===== src/include/nbd_pkg.sv =====
// Shared constants and types for the nibble core decoder
package nbd_pkg;
    localparam int PC_W = 11;
    localparam int SETTLE_CLKS = 8;
    // Operation codes, five bits
    localparam logic [4:0] OP_LD = 5'h08;
    localparam logic [4:0] OP_ST = 5'h18;
    localparam logic [4:0] OP_MOV = 5'h1D;
    localparam logic [4:0] OP_JMP = 5'h0C;
    localparam logic [4:0] OP_CALL = 5'h1C;
    localparam logic [4:0] OP_SKT = 5'h1E;
    localparam logic [4:0] OP_SKF = 5'h1F;
    localparam logic [4:0] OP_SKE = 5'h09;
    localparam logic [4:0] OP_SKIP_IF_NOT_EQUAL = 5'h0B;
    localparam logic [4:0] OP_SKIP_IF_NO_BORROW = 5'h19;
    localparam logic [4:0] OP_SKIP_IF_BORROW = 5'h1B;
    // Whole-word and upper-twelve-bit patterns of the special group
    localparam logic [15:0] W_RET = 16'h38E0;
    localparam logic [15:0] W_RETURN_THEN_SKIP = 16'h39E0;
    localparam logic [15:0] W_NOP = 16'h3CF0;
    localparam logic [11:0] W_ROTATE_RIGHT_VIA_CARRY = 12'h387;
    localparam logic [11:0] W_STOP = 12'h3AF;
    localparam logic [11:0] W_HALT = 12'h3BF;
    // ALU operations, equal to opcode bits 2..0
    localparam logic [2:0] ALU_ADD = 3'h0;
    localparam logic [2:0] ALU_SUB = 3'h1;
    localparam logic [2:0] ALU_ADD_PLUS_CARRY = 3'h2;
    localparam logic [2:0] ALU_SUBTRACT_MINUS_CARRY = 3'h3;
    localparam logic [2:0] ALU_AND = 3'h4;
    localparam logic [2:0] ALU_XOR = 3'h5;
    localparam logic [2:0] ALU_OR = 3'h6;
    localparam logic [2:0] ALU_NONE = 3'h7;
    localparam logic [4:0] BCD_MAX = 5'h09;
    localparam logic [3:0] BCD_ADJ = 4'h6;
    // Data memory map
    localparam logic [2:0] ROW_RAM = 3'h0;
    localparam logic [6:0] A_PORT_B = 7'h71;
    localparam logic [6:0] A_PORT_C = 7'h72;
    localparam logic [6:0] A_PORT_D = 7'h73;
    localparam logic [6:0] A_BCD = 7'h7E;
    localparam logic [6:0] A_PSW = 7'h7F;
    localparam int PSW_Z = 1;
    localparam int PSW_CY = 2;
    localparam int PSW_CMP = 3;
    localparam int BCD_BIT = 0;
    localparam int PB_WAKE = 1;
    localparam logic [3:0] STOP_INIT = 4'h0;
    localparam logic [0:0] SP_EMPTY = 1'h1;

    typedef struct packed {
        logic [4:0] opcode;
        logic [2:0] row_field;
        logic [3:0] column_field;
        logic [3:0] immediate_nibble;
    } nbd_instr_t;

    typedef enum logic [3:0] {
        ST_WAIT = 4'h1,
        ST_RUN = 4'h2,
        ST_HALT = 4'h4,
        ST_STOP = 4'h8
    } nbd_state_t;
endpackage : nbd_pkg


===== src/hdl/nbd_alu.sv =====
// Four-bit arithmetic and logic unit with decimal adjust
`timescale 1ns/10ps
module nbd_alu (
    input wire logic [2:0] op,
    input wire logic [3:0] a,
    input wire logic [3:0] b,
    input wire logic carry_in,
    input wire logic decimal,
    output logic [3:0] result,
    output logic carry_out
);
    logic [4:0] raw;
    always_comb
    begin
        raw = 5'h00;
        result = 4'h0;
        carry_out = carry_in;
        case (op)
            nbd_pkg::ALU_ADD, nbd_pkg::ALU_ADD_PLUS_CARRY:
            begin
                raw = {1'b0, a} + {1'b0, b} + {4'h0, carry_in & op[1]};
                result = raw[3:0];
                carry_out = raw[4];
                // Decimal mode keeps the nibble within 0..9
                if (decimal && raw > nbd_pkg::BCD_MAX)
                begin
                    result = raw[3:0] + nbd_pkg::BCD_ADJ;
                    carry_out = 1'b1;
                end
            end
            nbd_pkg::ALU_SUB, nbd_pkg::ALU_SUBTRACT_MINUS_CARRY:
            begin
                raw = {1'b0, a} - {1'b0, b} - {4'h0, carry_in & op[1]};
                result = raw[3:0];
                carry_out = raw[4];
                if (decimal && raw[4])
                begin
                    result = raw[3:0] - nbd_pkg::BCD_ADJ;
                end
            end
            nbd_pkg::ALU_AND: result = a & b;
            nbd_pkg::ALU_XOR: result = a ^ b;
            nbd_pkg::ALU_OR: result = a | b;
            default: result = a;
        endcase
    end
endmodule : nbd_alu


===== src/hdl/nbd_core.sv =====
// Instruction decode and execute core of the nibble controller
`timescale 1ns/10ps
////////////////////////////////////////////////////////////////////////////////
////////////////////////////////////////////////////////////////////////////////
module nbd_core #(
    parameter int PC_W = nbd_pkg::PC_W
) (
    input wire logic ref_clk,
    input wire logic rstn,
    output logic [PC_W-1:0] imem_addr,
    input wire logic [15:0] imem_data,
    input wire logic [2:0] port_b_in,
    output logic [2:0] port_b_out,
    output logic [2:0] port_b_oe,
    input wire logic [3:0] port_c_in,
    output logic [3:0] port_c_out,
    output logic [3:0] port_c_oe,
    input wire logic [3:0] port_d_in,
    output logic [3:0] port_d_out,
    output logic [3:0] port_d_oe,
    output logic standby,
    output logic osc_stopped
);
    logic [1:0] rst_pipe;
    logic rst_n;
    nbd_pkg::nbd_state_t state;
    logic [3:0] wait_cnt;
    logic [PC_W-1:0] pc;
    logic [PC_W-1:0] return_address_stack;
    logic [0:0] stack_pointer;
    logic skip_next;
    logic [3:0] wake_cond;
    logic [3:0] ram [16];
    logic [2:0] latch_b;
    logic [3:0] latch_c;
    logic [3:0] latch_d;
    logic dir_b, dir_c, dir_d;
    logic decimal_flag, zero_flag, carry_flag, compare_flag;
    logic next_zero, next_carry, next_compare;

    ////////////////////////////////////////////////////////////////////////////
    // Reset release through two flops
    always_ff @(posedge ref_clk or negedge rstn)
    begin
        if (!rstn)
            rst_pipe <= 2'h0;
        else
            rst_pipe <= {rst_pipe[0], 1'b1};
    end
    assign rst_n = rst_pipe[1];

    ////////////////////////////////////////////////////////////////////////////
    // Field decode
    nbd_pkg::nbd_instr_t ins;
    assign ins = nbd_pkg::nbd_instr_t'(imem_data);
    wire [4:0] op = ins.opcode;
    wire [6:0] maddr = {ins.row_field, ins.column_field};
    wire [6:0] raddr = {nbd_pkg::ROW_RAM, ins.immediate_nibble};
    wire [3:0] imm = ins.immediate_nibble;
    wire [PC_W-1:0] target = PC_W'(imem_data[nbd_pkg::PC_W-1:0]);

    // memory-mapped read, port B bit 3 fixed zero
    function automatic logic [3:0] rd_mem(input logic [6:0] a);
        logic [3:0] v;
        v = 4'h0;
        if (a[6:4] == nbd_pkg::ROW_RAM)
            v = ram[a[3:0]];
        else if (a == nbd_pkg::A_PORT_B)
            v = {1'b0, dir_b ? latch_b : port_b_in};
        else if (a == nbd_pkg::A_PORT_C)
            v = dir_c ? latch_c : port_c_in;
        else if (a == nbd_pkg::A_PORT_D)
            v = dir_d ? latch_d : port_d_in;
        else if (a == nbd_pkg::A_BCD)
            v = {3'h0, decimal_flag};
        else if (a == nbd_pkg::A_PSW)
            v = {compare_flag, carry_flag, zero_flag, 1'b0};
        return v;
    endfunction : rd_mem

    wire [3:0] mval = rd_mem(maddr);
    wire [3:0] rval = rd_mem(raddr);

    wire exec = (state == nbd_pkg::ST_RUN) && !skip_next;
    wire is_alu = (op[3] == 1'b0) && (op[2:0] != nbd_pkg::ALU_NONE);
    wire is_cmp = (op == nbd_pkg::OP_SKE) || (op == nbd_pkg::OP_SKIP_IF_NOT_EQUAL)
        || (op == nbd_pkg::OP_SKIP_IF_NO_BORROW) || (op == nbd_pkg::OP_SKIP_IF_BORROW);
    wire is_arith = is_alu && !op[2];
    wire is_rotate_right_via_carry = imem_data[15:4] == nbd_pkg::W_ROTATE_RIGHT_VIA_CARRY;
    wire is_ret = (imem_data == nbd_pkg::W_RET) || (imem_data == nbd_pkg::W_RETURN_THEN_SKIP);
    wire is_stop = imem_data[15:4] == nbd_pkg::W_STOP;
    wire is_halt = imem_data[15:4] == nbd_pkg::W_HALT;
    wire is_call = op == nbd_pkg::OP_CALL;
    wire is_jump = (op == nbd_pkg::OP_JMP) || is_call;
    wire stop_ok = is_stop && !port_b_in[nbd_pkg::PB_WAKE];

    ////////////////////////////////////////////////////////////////////////////
    // ALU: memory-destination forms use the immediate
    wire [2:0] alu_op = is_alu ? op[2:0] : nbd_pkg::ALU_SUB;
    wire [3:0] alu_a = (op[4] || is_cmp) ? mval : rval;
    wire [3:0] alu_b = (op[4] || is_cmp) ? imm : mval;
    wire [3:0] alu_res;
    wire alu_cy;

    nbd_alu u_alu (
        .op(alu_op),
        .a(alu_a),
        .b(alu_b),
        .carry_in(carry_flag),
        .decimal(decimal_flag && is_alu),
        .result(alu_res),
        .carry_out(alu_cy)
    );

    ////////////////////////////////////////////////////////////////////////////
    // Write-back selection
    wire wr_mem = (is_alu && op[4]) || op == nbd_pkg::OP_ST || op == nbd_pkg::OP_MOV;
    wire wr_reg = (is_alu && !op[4]) || op == nbd_pkg::OP_LD || is_rotate_right_via_carry;
    wire mem_we = exec && (wr_mem || wr_reg);
    wire [6:0] waddr = wr_mem ? maddr : raddr;
    wire [3:0] wdata = is_alu ? alu_res
        : (op == nbd_pkg::OP_LD) ? mval
        : (op == nbd_pkg::OP_ST) ? rval
        : is_rotate_right_via_carry ? {carry_flag, rval[3:1]} : imm;

    wire skt_hit = (mval & imm) == imm;
    wire skf_hit = (mval & imm) == 4'h0;
    wire cmp_skip = (op == nbd_pkg::OP_SKE && alu_res == 4'h0)
        || (op == nbd_pkg::OP_SKIP_IF_NOT_EQUAL && alu_res != 4'h0)
        || (op == nbd_pkg::OP_SKIP_IF_NO_BORROW && !alu_cy)
        || (op == nbd_pkg::OP_SKIP_IF_BORROW && alu_cy);
    wire next_skip = exec && ((op == nbd_pkg::OP_SKT && skt_hit)
        || (op == nbd_pkg::OP_SKF && skf_hit) || cmp_skip
        || imem_data == nbd_pkg::W_RETURN_THEN_SKIP);

    wire wake_halt = |(wake_cond & {1'b0, port_b_in});
    wire wake_stop = port_b_in[nbd_pkg::PB_WAKE];
    wire stop_init = (state == nbd_pkg::ST_STOP) && wake_stop
        && wake_cond == nbd_pkg::STOP_INIT;

    ////////////////////////////////////////////////////////////////////////////
    // Sequencer
    always_ff @(posedge ref_clk or negedge rst_n)
    begin
        if (!rst_n)
        begin
            state <= nbd_pkg::ST_WAIT;
            wait_cnt <= 4'h0;
            pc <= '0;
            skip_next <= 1'b0;
            wake_cond <= 4'h0;
            stack_pointer <= nbd_pkg::SP_EMPTY;
            return_address_stack <= '0;
        end
        else
        begin
            case (state)
                nbd_pkg::ST_WAIT:
                begin
                    wait_cnt <= wait_cnt + 4'h1;
                    if (wait_cnt == 4'(nbd_pkg::SETTLE_CLKS - 1))
                        state <= nbd_pkg::ST_RUN;
                end
                nbd_pkg::ST_RUN:
                begin
                    skip_next <= next_skip;
                    pc <= pc + 1'b1;
                    if (exec && is_jump)
                        pc <= target;
                    if (exec && is_call)
                    begin
                        return_address_stack <= pc + 1'b1;
                        stack_pointer <= stack_pointer - 1'b1;
                    end
                    if (exec && is_ret)
                    begin
                        pc <= return_address_stack;
                        stack_pointer <= stack_pointer + 1'b1;
                    end
                    // stop ignored with wake pin high
                    if (exec && (stop_ok || is_halt))
                    begin
                        wake_cond <= imm;
                        state <= stop_ok ? nbd_pkg::ST_STOP : nbd_pkg::ST_HALT;
                    end
                end
                nbd_pkg::ST_HALT:
                    if (wake_halt)
                        state <= nbd_pkg::ST_RUN;
                nbd_pkg::ST_STOP:
                    if (wake_stop)
                    begin
                        state <= nbd_pkg::ST_WAIT;
                        wait_cnt <= 4'h0;
                        if (stop_init)
                            pc <= '0;
                    end
                default: state <= nbd_pkg::ST_WAIT;
            endcase
        end
    end

    ////////////////////////////////////////////////////////////////////////////
    // Flags; a direct write to the status word wins over computed flags
    always_comb
    begin
        next_zero = zero_flag;
        next_carry = carry_flag;
        next_compare = compare_flag;
        if (exec && is_arith)
            next_carry = alu_cy;
        if (exec && is_alu)
            next_zero = alu_res == 4'h0;
        if (exec && is_rotate_right_via_carry)
            next_carry = rval[0];
        if (exec && (op == nbd_pkg::OP_SKT || op == nbd_pkg::OP_SKF))
            next_compare = 1'b0;
        if (mem_we && waddr == nbd_pkg::A_PSW)
        begin
            next_zero = wdata[nbd_pkg::PSW_Z];
            next_carry = wdata[nbd_pkg::PSW_CY];
            next_compare = wdata[nbd_pkg::PSW_CMP];
        end
    end

    always_ff @(posedge ref_clk or negedge rst_n)
    begin
        if (!rst_n)
        begin
            {zero_flag, carry_flag, compare_flag, decimal_flag} <= 4'h0;
            {dir_b, dir_c, dir_d} <= 3'h0;
            latch_b <= 3'h0;
            latch_c <= 4'h0;
            latch_d <= 4'h0;
        end
        else if (stop_init)
        begin
            {zero_flag, carry_flag, compare_flag} <= 3'h0;
            {dir_b, dir_c, dir_d} <= 3'h0;
        end
        else
        begin
            zero_flag <= next_zero;
            carry_flag <= next_carry;
            compare_flag <= next_compare;
            // Writing a port latch turns that port to output
            if (mem_we && waddr == nbd_pkg::A_PORT_B)
                {dir_b, latch_b} <= {1'b1, wdata[2:0]};
            if (mem_we && waddr == nbd_pkg::A_PORT_C)
                {dir_c, latch_c} <= {1'b1, wdata};
            if (mem_we && waddr == nbd_pkg::A_PORT_D)
                {dir_d, latch_d} <= {1'b1, wdata};
            if (mem_we && waddr == nbd_pkg::A_BCD)
                decimal_flag <= wdata[nbd_pkg::BCD_BIT];
        end
    end

    // Data memory keeps its contents through reset
    always_ff @(posedge ref_clk)
    begin
        if (mem_we && waddr[6:4] == nbd_pkg::ROW_RAM)
            ram[waddr[3:0]] <= wdata;
    end

    ////////////////////////////////////////////////////////////////////////////
    // Pins: port B is open drain, it only pulls low
    assign imem_addr = pc;
    assign port_b_out = 3'h0;
    assign port_b_oe = {3{dir_b}} & ~latch_b;
    assign port_c_out = latch_c;
    assign port_c_oe = {4{dir_c}};
    assign port_d_out = latch_d;
    assign port_d_oe = {4{dir_d}};
    assign standby = (state == nbd_pkg::ST_HALT) || (state == nbd_pkg::ST_STOP);
    assign osc_stopped = state == nbd_pkg::ST_STOP;
endmodule : nbd_core


===== config.mk =====
export PLATFORM = sky130hd
export DESIGN_NAME = nbd_core
export DESIGN_NICKNAME = d
export VERILOG_FILES = /design/src/include/nbd_pkg.sv /design/src/hdl/nbd_alu.sv /design/src/hdl/nbd_core.sv
export SDC_FILE = /design/constraint.sdc
export NUM_CORES = 1
export LEC_CHECK = 0
export BUFFER_PORTS_ARGS = -buffer_cell sky130_fd_sc_hd__buf_2
export CORE_ASPECT_RATIO = 0.5
export CORE_MARGIN = 5
export CORE_UTILIZATION = 30
export DETAILED_ROUTE_END_ITERATION = 12
export HOLD_SLACK_MARGIN = 0.12
export PLACE_DENSITY = 0.42
export SYNTH_ARGS = -nofsm -noshare
export SYNTH_HDL_FRONTEND = slang
export SYNTH_SLANG_ARGS = --single-unit

===== constraint.sdc =====
create_clock -name ref_clk -period 2.85 [get_ports ref_clk]
set_input_delay 0.57 -clock ref_clk [delete_from_list [all_inputs] [get_ports ref_clk]]
set_output_delay 0.57 -clock ref_clk [all_outputs]
set_load 0.02 [all_outputs]

==> summary.json <==
{
  "yosys": {
    "number_of_flops_mapped_to_enable_cells_by_yosys": 64,
    "yosys_most_used_dff": "sky130_fd_sc_hd__edfxtp_1",
    "synth_cell_type_count": 72,
    "mean_area_per_synthesized_cell_um2": 10.3,
    "synthArstFlopShare": 0.462,
    "yosysWarnings": 0,
    "yosysSeqAreaShare": 0.430,
    "ys_seq_elements": 119,
    "synthCells": 749,
    "synthesis.area_um2": 7680
  },
  "clocking": {
    "tritoncts_clock_tree": "done",
    "cts.sink_count": 119,
    "clock_path_buffers": 2,
    "cts_buffers": 17,
    "cts_htree_levels": 4,
    "clk_root_buffer_cell": "sky130_fd_sc_hd__clkbuf_16",
    "insertion_delay_ns": 0.43,
    "clk_pin_slew_worst_paths_ns": 0.06
  },
  "flow_run": {
    "timing.max_cap.violations": 0
  },
  "sta": {
    "post-route-worst-setup-slack_ns": -2.37,
    "layout_worst_path_cycle_share": 1.83,
    "hold_violations": 0,
    "setup_violations_final": 80,
    "finalCriticalPeriod_ns": 5.22,
    "fin_setup_tns_ns": -142.87,
    "max_slew.worst_pin.slew_ns": 0.983,
    "timing.max_slew.rel_slack": 0.345,
    "finalMaxSlewViolations": 0,
    "grt_setup_unrepaired": "yes",
    "finalClockSkew_ns": 0.00986,
    "max_freq_ghz": 0.192
  },
  "pwr": {
    "power.ir.vdd_worst_v": 0.000435,
    "power.static_leakage_nw": 4.53,
    "pwr_density_cell_nw_per_um2": 585
  },
  "cells_and_area": {
    "area_growth_from_synthesis_to_final_layout_pct": 40.8,
    "layout_cells_sized_above_1": 0.414,
    "post-route-cell-area_um2": 10800,
    "final_antenna_diode_count": 0,
    "final-instance-count-excl-fill": 1324,
    "layout.nets": 1015
  },
  "critical_path": {
    "setup.worst_path.end_class": "register",
    "timing_worst_setup_path_type": "register to register",
    "reg2reg_slack_ns": -2.37,
    "crit_fanout": 4,
    "crit_required_ns": 3.22,
    "worstSetupStartpointType": "register",
    "worst_ep_arrival_time_ns": 5.59
  },
  "drt": {
    "drtAntennaViolNets": 0,
    "postRouteWirelength_um": 26700,
    "wire_per_inst_um": 20.2,
    "drt_pass1_iterations": 5,
    "drc": 0,
    "via_count": 6781,
    "post_drt_via_cell_ratio": 5.12,
    "1st_iter_drt_viols": 574
  },
  "outcome": {
    "status": "complete, but fails checks",
    "failed_checks": "negative setup slack"
  },
  "global_route": {
    "gr-total-overflow": 0,
    "grt_max_degree": 23,
    "wire_length_of_the_first_global_routing_pass_um": 41300,
    "grt_pass1_vias": 6728,
    "global_route.usage.total": 0.187,
    "antenna_found_initial": 0
  },
  "floorplan": {
    "initial_core_utilization": 0.305,
    "design.core.area_um2": 25200,
    "num_io_pins": 64,
    "floorplan.die_area_um2": 29100,
    "floorplan.die.height_um": 123,
    "die_w_um": 236,
    "rows": 41
  },
  "placement": {
    "place_area_um2": 9870,
    "place.gp.congestion": 0.860,
    "dpl.cell_count": 1277,
    "buffer_ports.inserted": 60,
    "hpwl_detailed_um": 20800
  },
  "min_path": {
    "min-delay-path-class": "register to async pin"
  }
}
-- flip-flops by register name, indices dropped and copies added (netlist names), 2 cells and up --
signal and flops:
ram 64, imem_addr 11, return_address_stack 11, port_c_out 4
port_d_out 4, state 4, wait_cnt 4, wake_cond 4
latch_b 3, rst_pipe 2
-- kinds of logic (layout without fill, tap and decap cells) --
kind of cell | after synthesis | count (layout) | synth area share
simple gates | 261 | 261 | 0.161
compound gates | 166 | 166 | 0.139
flops | 119 | 119 | 0.430
buf+inv | 86 | 315 | 0.0494
mux | 77 | 77 | 0.165
fa+ha+maj | 19 | 19 | 0.0329
xor+xnor | 19 | 19 | 0.0217
other cells | 2 | 4 | 0.000978
-- path summary, 6_finish.rpt --
check | startpoint | endpoint | depth (start not counted)
max | ram[15][0]$_DFFE_PP_ | skip_next$_DFFE_PN0P_ | 21
min reg2reg | rst_pipe[1]$_DFF_PN0_ | port_d_out[1]$_DFFE_PN0P_ | 0
max reg2reg | ram[15][0]$_DFFE_PP_ | skip_next$_DFFE_PN0P_ | 21
min in group ref_clk | rst_pipe[0]$_DFF_PN0_ | rst_pipe[1]$_DFF_PN0_ | 0
min | rst_pipe[1]$_DFF_PN0_ | port_d_out[1]$_DFFE_PN0P_ | 0
max in group asynchronous | rst_pipe[1]$_DFF_PN0_ | state[0]$_DFFE_PN1P_ | 1
-- critical path, cell delays in order, from the launching register on --
cell	delay, ns
sky130_fd_sc_hd__edfxtp_1	0.46
sky130_fd_sc_hd__mux4_2	0.50
sky130_fd_sc_hd__mux4_2	0.52
sky130_fd_sc_hd__nand2_2	0.10
sky130_fd_sc_hd__o21ai_2	0.07
sky130_fd_sc_hd__inv_2	0.08
sky130_fd_sc_hd__ha_4	0.21
sky130_fd_sc_hd__ha_4	0.16
sky130_fd_sc_hd__or2_4	0.23
sky130_fd_sc_hd__fa_2	0.41
sky130_fd_sc_hd__xor2_2	0.17
sky130_fd_sc_hd__inv_2	0.09
sky130_fd_sc_hd__ha_4	0.17
sky130_fd_sc_hd__a311oi_4	0.36
sky130_fd_sc_hd__buf_4	0.18
sky130_fd_sc_hd__a21oi_2	0.04
sky130_fd_sc_hd__o21ai_1	0.17
sky130_fd_sc_hd__a211oi_2	0.07
sky130_fd_sc_hd__a2bb2oi_2	0.16
sky130_fd_sc_hd__or4_4	0.53
sky130_fd_sc_hd__or4_4	0.42
sky130_fd_sc_hd__nand3_2	0.07
-- final cells by class --
type                            instances  area (um2)
Sequential cell                       119        3300
Inverter                               30         113
Multi-Input combinational cell        546        4450
Clock buffer                           17         425
Tap cell                              344         430
Clock inverter                         15         145
Fill cell                            2444       14400
Timing Repair Buffer                  253        1950
-- cells in the mapped netlist (6+ instances only) --
| cell type | number | area [um2] |
|---|---|---|
| sky130_fd_sc_hd__mux4_2 | 30 | 676 |
| sky130_fd_sc_hd__a211oi_1 | 20 | 150 |
| sky130_fd_sc_hd__o21ai_0 | 47 | 235 |
| sky130_fd_sc_hd__xnor2_1 | 10 | 87.6 |
| sky130_fd_sc_hd__dfrtp_1 | 54 | 1350 |
| sky130_fd_sc_hd__or3_1 | 8 | 50.1 |
| sky130_fd_sc_hd__nor2_1 | 87 | 327 |
| sky130_fd_sc_hd__a21oi_1 | 38 | 190 |
| sky130_fd_sc_hd__o22ai_1 | 6 | 37.5 |
| sky130_fd_sc_hd__nand4_1 | 9 | 56.3 |
| sky130_fd_sc_hd__mux2i_1 | 21 | 210 |
| sky130_fd_sc_hd__and2_1 | 7 | 43.8 |
| sky130_fd_sc_hd__buf_4 | 11 | 82.6 |
| sky130_fd_sc_hd__nand3_1 | 14 | 70.1 |
| sky130_fd_sc_hd__nor2b_1 | 10 | 62.6 |
| sky130_fd_sc_hd__edfxtp_1 | 64 | 1920 |
| sky130_fd_sc_hd__nor3_1 | 16 | 80.1 |
| sky130_fd_sc_hd__nand2_1 | 68 | 255 |
| sky130_fd_sc_hd__xor2_1 | 9 | 78.8 |
| sky130_fd_sc_hd__clkbuf_1 | 34 | 128 |
| sky130_fd_sc_hd__nand2b_1 | 7 | 43.8 |
| sky130_fd_sc_hd__mux2_2 | 20 | 225 |
| sky130_fd_sc_hd__a21o_1 | 8 | 60.1 |
| sky130_fd_sc_hd__nor4_1 | 9 | 56.3 |
| sky130_fd_sc_hd__mux4_1 | 6 | 158 |
| sky130_fd_sc_hd__ha_1 | 17 | 213 |
| sky130_fd_sc_hd__inv_1 | 29 | 109 |
| sky130_fd_sc_hd__buf_2 | 6 | 30.0 |
-- report_power, final --
group,switching (mW),internal (mW),leakage [nW]
clock network,0.897,1.22,0.272
logic,1.06,0.954,2.95
registers,0.187,2.01,1.30
total,2.15,4.18,4.53
-- layer usage --
layer / vias to the layer above / track usage / part of all wire
met4: 0 / 0.0382 / 0.0094
met5: - / 0 / 0
li1: 3220 / - / -
met2: 163 / 0.278 / 0.43
met3: 20 / 0.0386 / 0.048
met1: 3378 / 0.285 / 0.51
-- layout by cell type (no fill, tap or decap), drive strengths merged, types with 17 or more instances in the layout --
master  Yosys  layout
a211oi     20      20
a21oi      38      38
buf        22     250
clkbuf     34      19
dfrtp      54      54
edfxtp     64      64
ha         17      17
inv        29      34
mux2       20      20
mux2i      21      21
mux4       36      36
nand2      68      68
nor2       87      87
o21ai      47      47
-- repair_timing --
action	in CTS	in global routing
hold buffers	1	0
hold endpoints to repair	2	0
setup endpoints to repair	80	91
resized for setup	20	26
setup buffers	9	7
cloned	2	1
pin swaps	11	18
-- through the flow --
step / utilization / total power [mW] / worst slack (ns) / hold WS, ns
global route: 0.429 / 6.68 / -2.53 / 0.281
detailed placement: 0.392 / 4.08 / -2.98 / 0.251
global placement: 0.392 / 4.07 / -2.85 / 0.249
floorplan: - / 3.31 / -2.52 / 0.274
CTS: 0.424 / 6.32 / -2.25 / 0.252
finish: 0.429 / 6.33 / -2.37 / 0.226
Note: power is estimated with default switching activity, not from simulation.
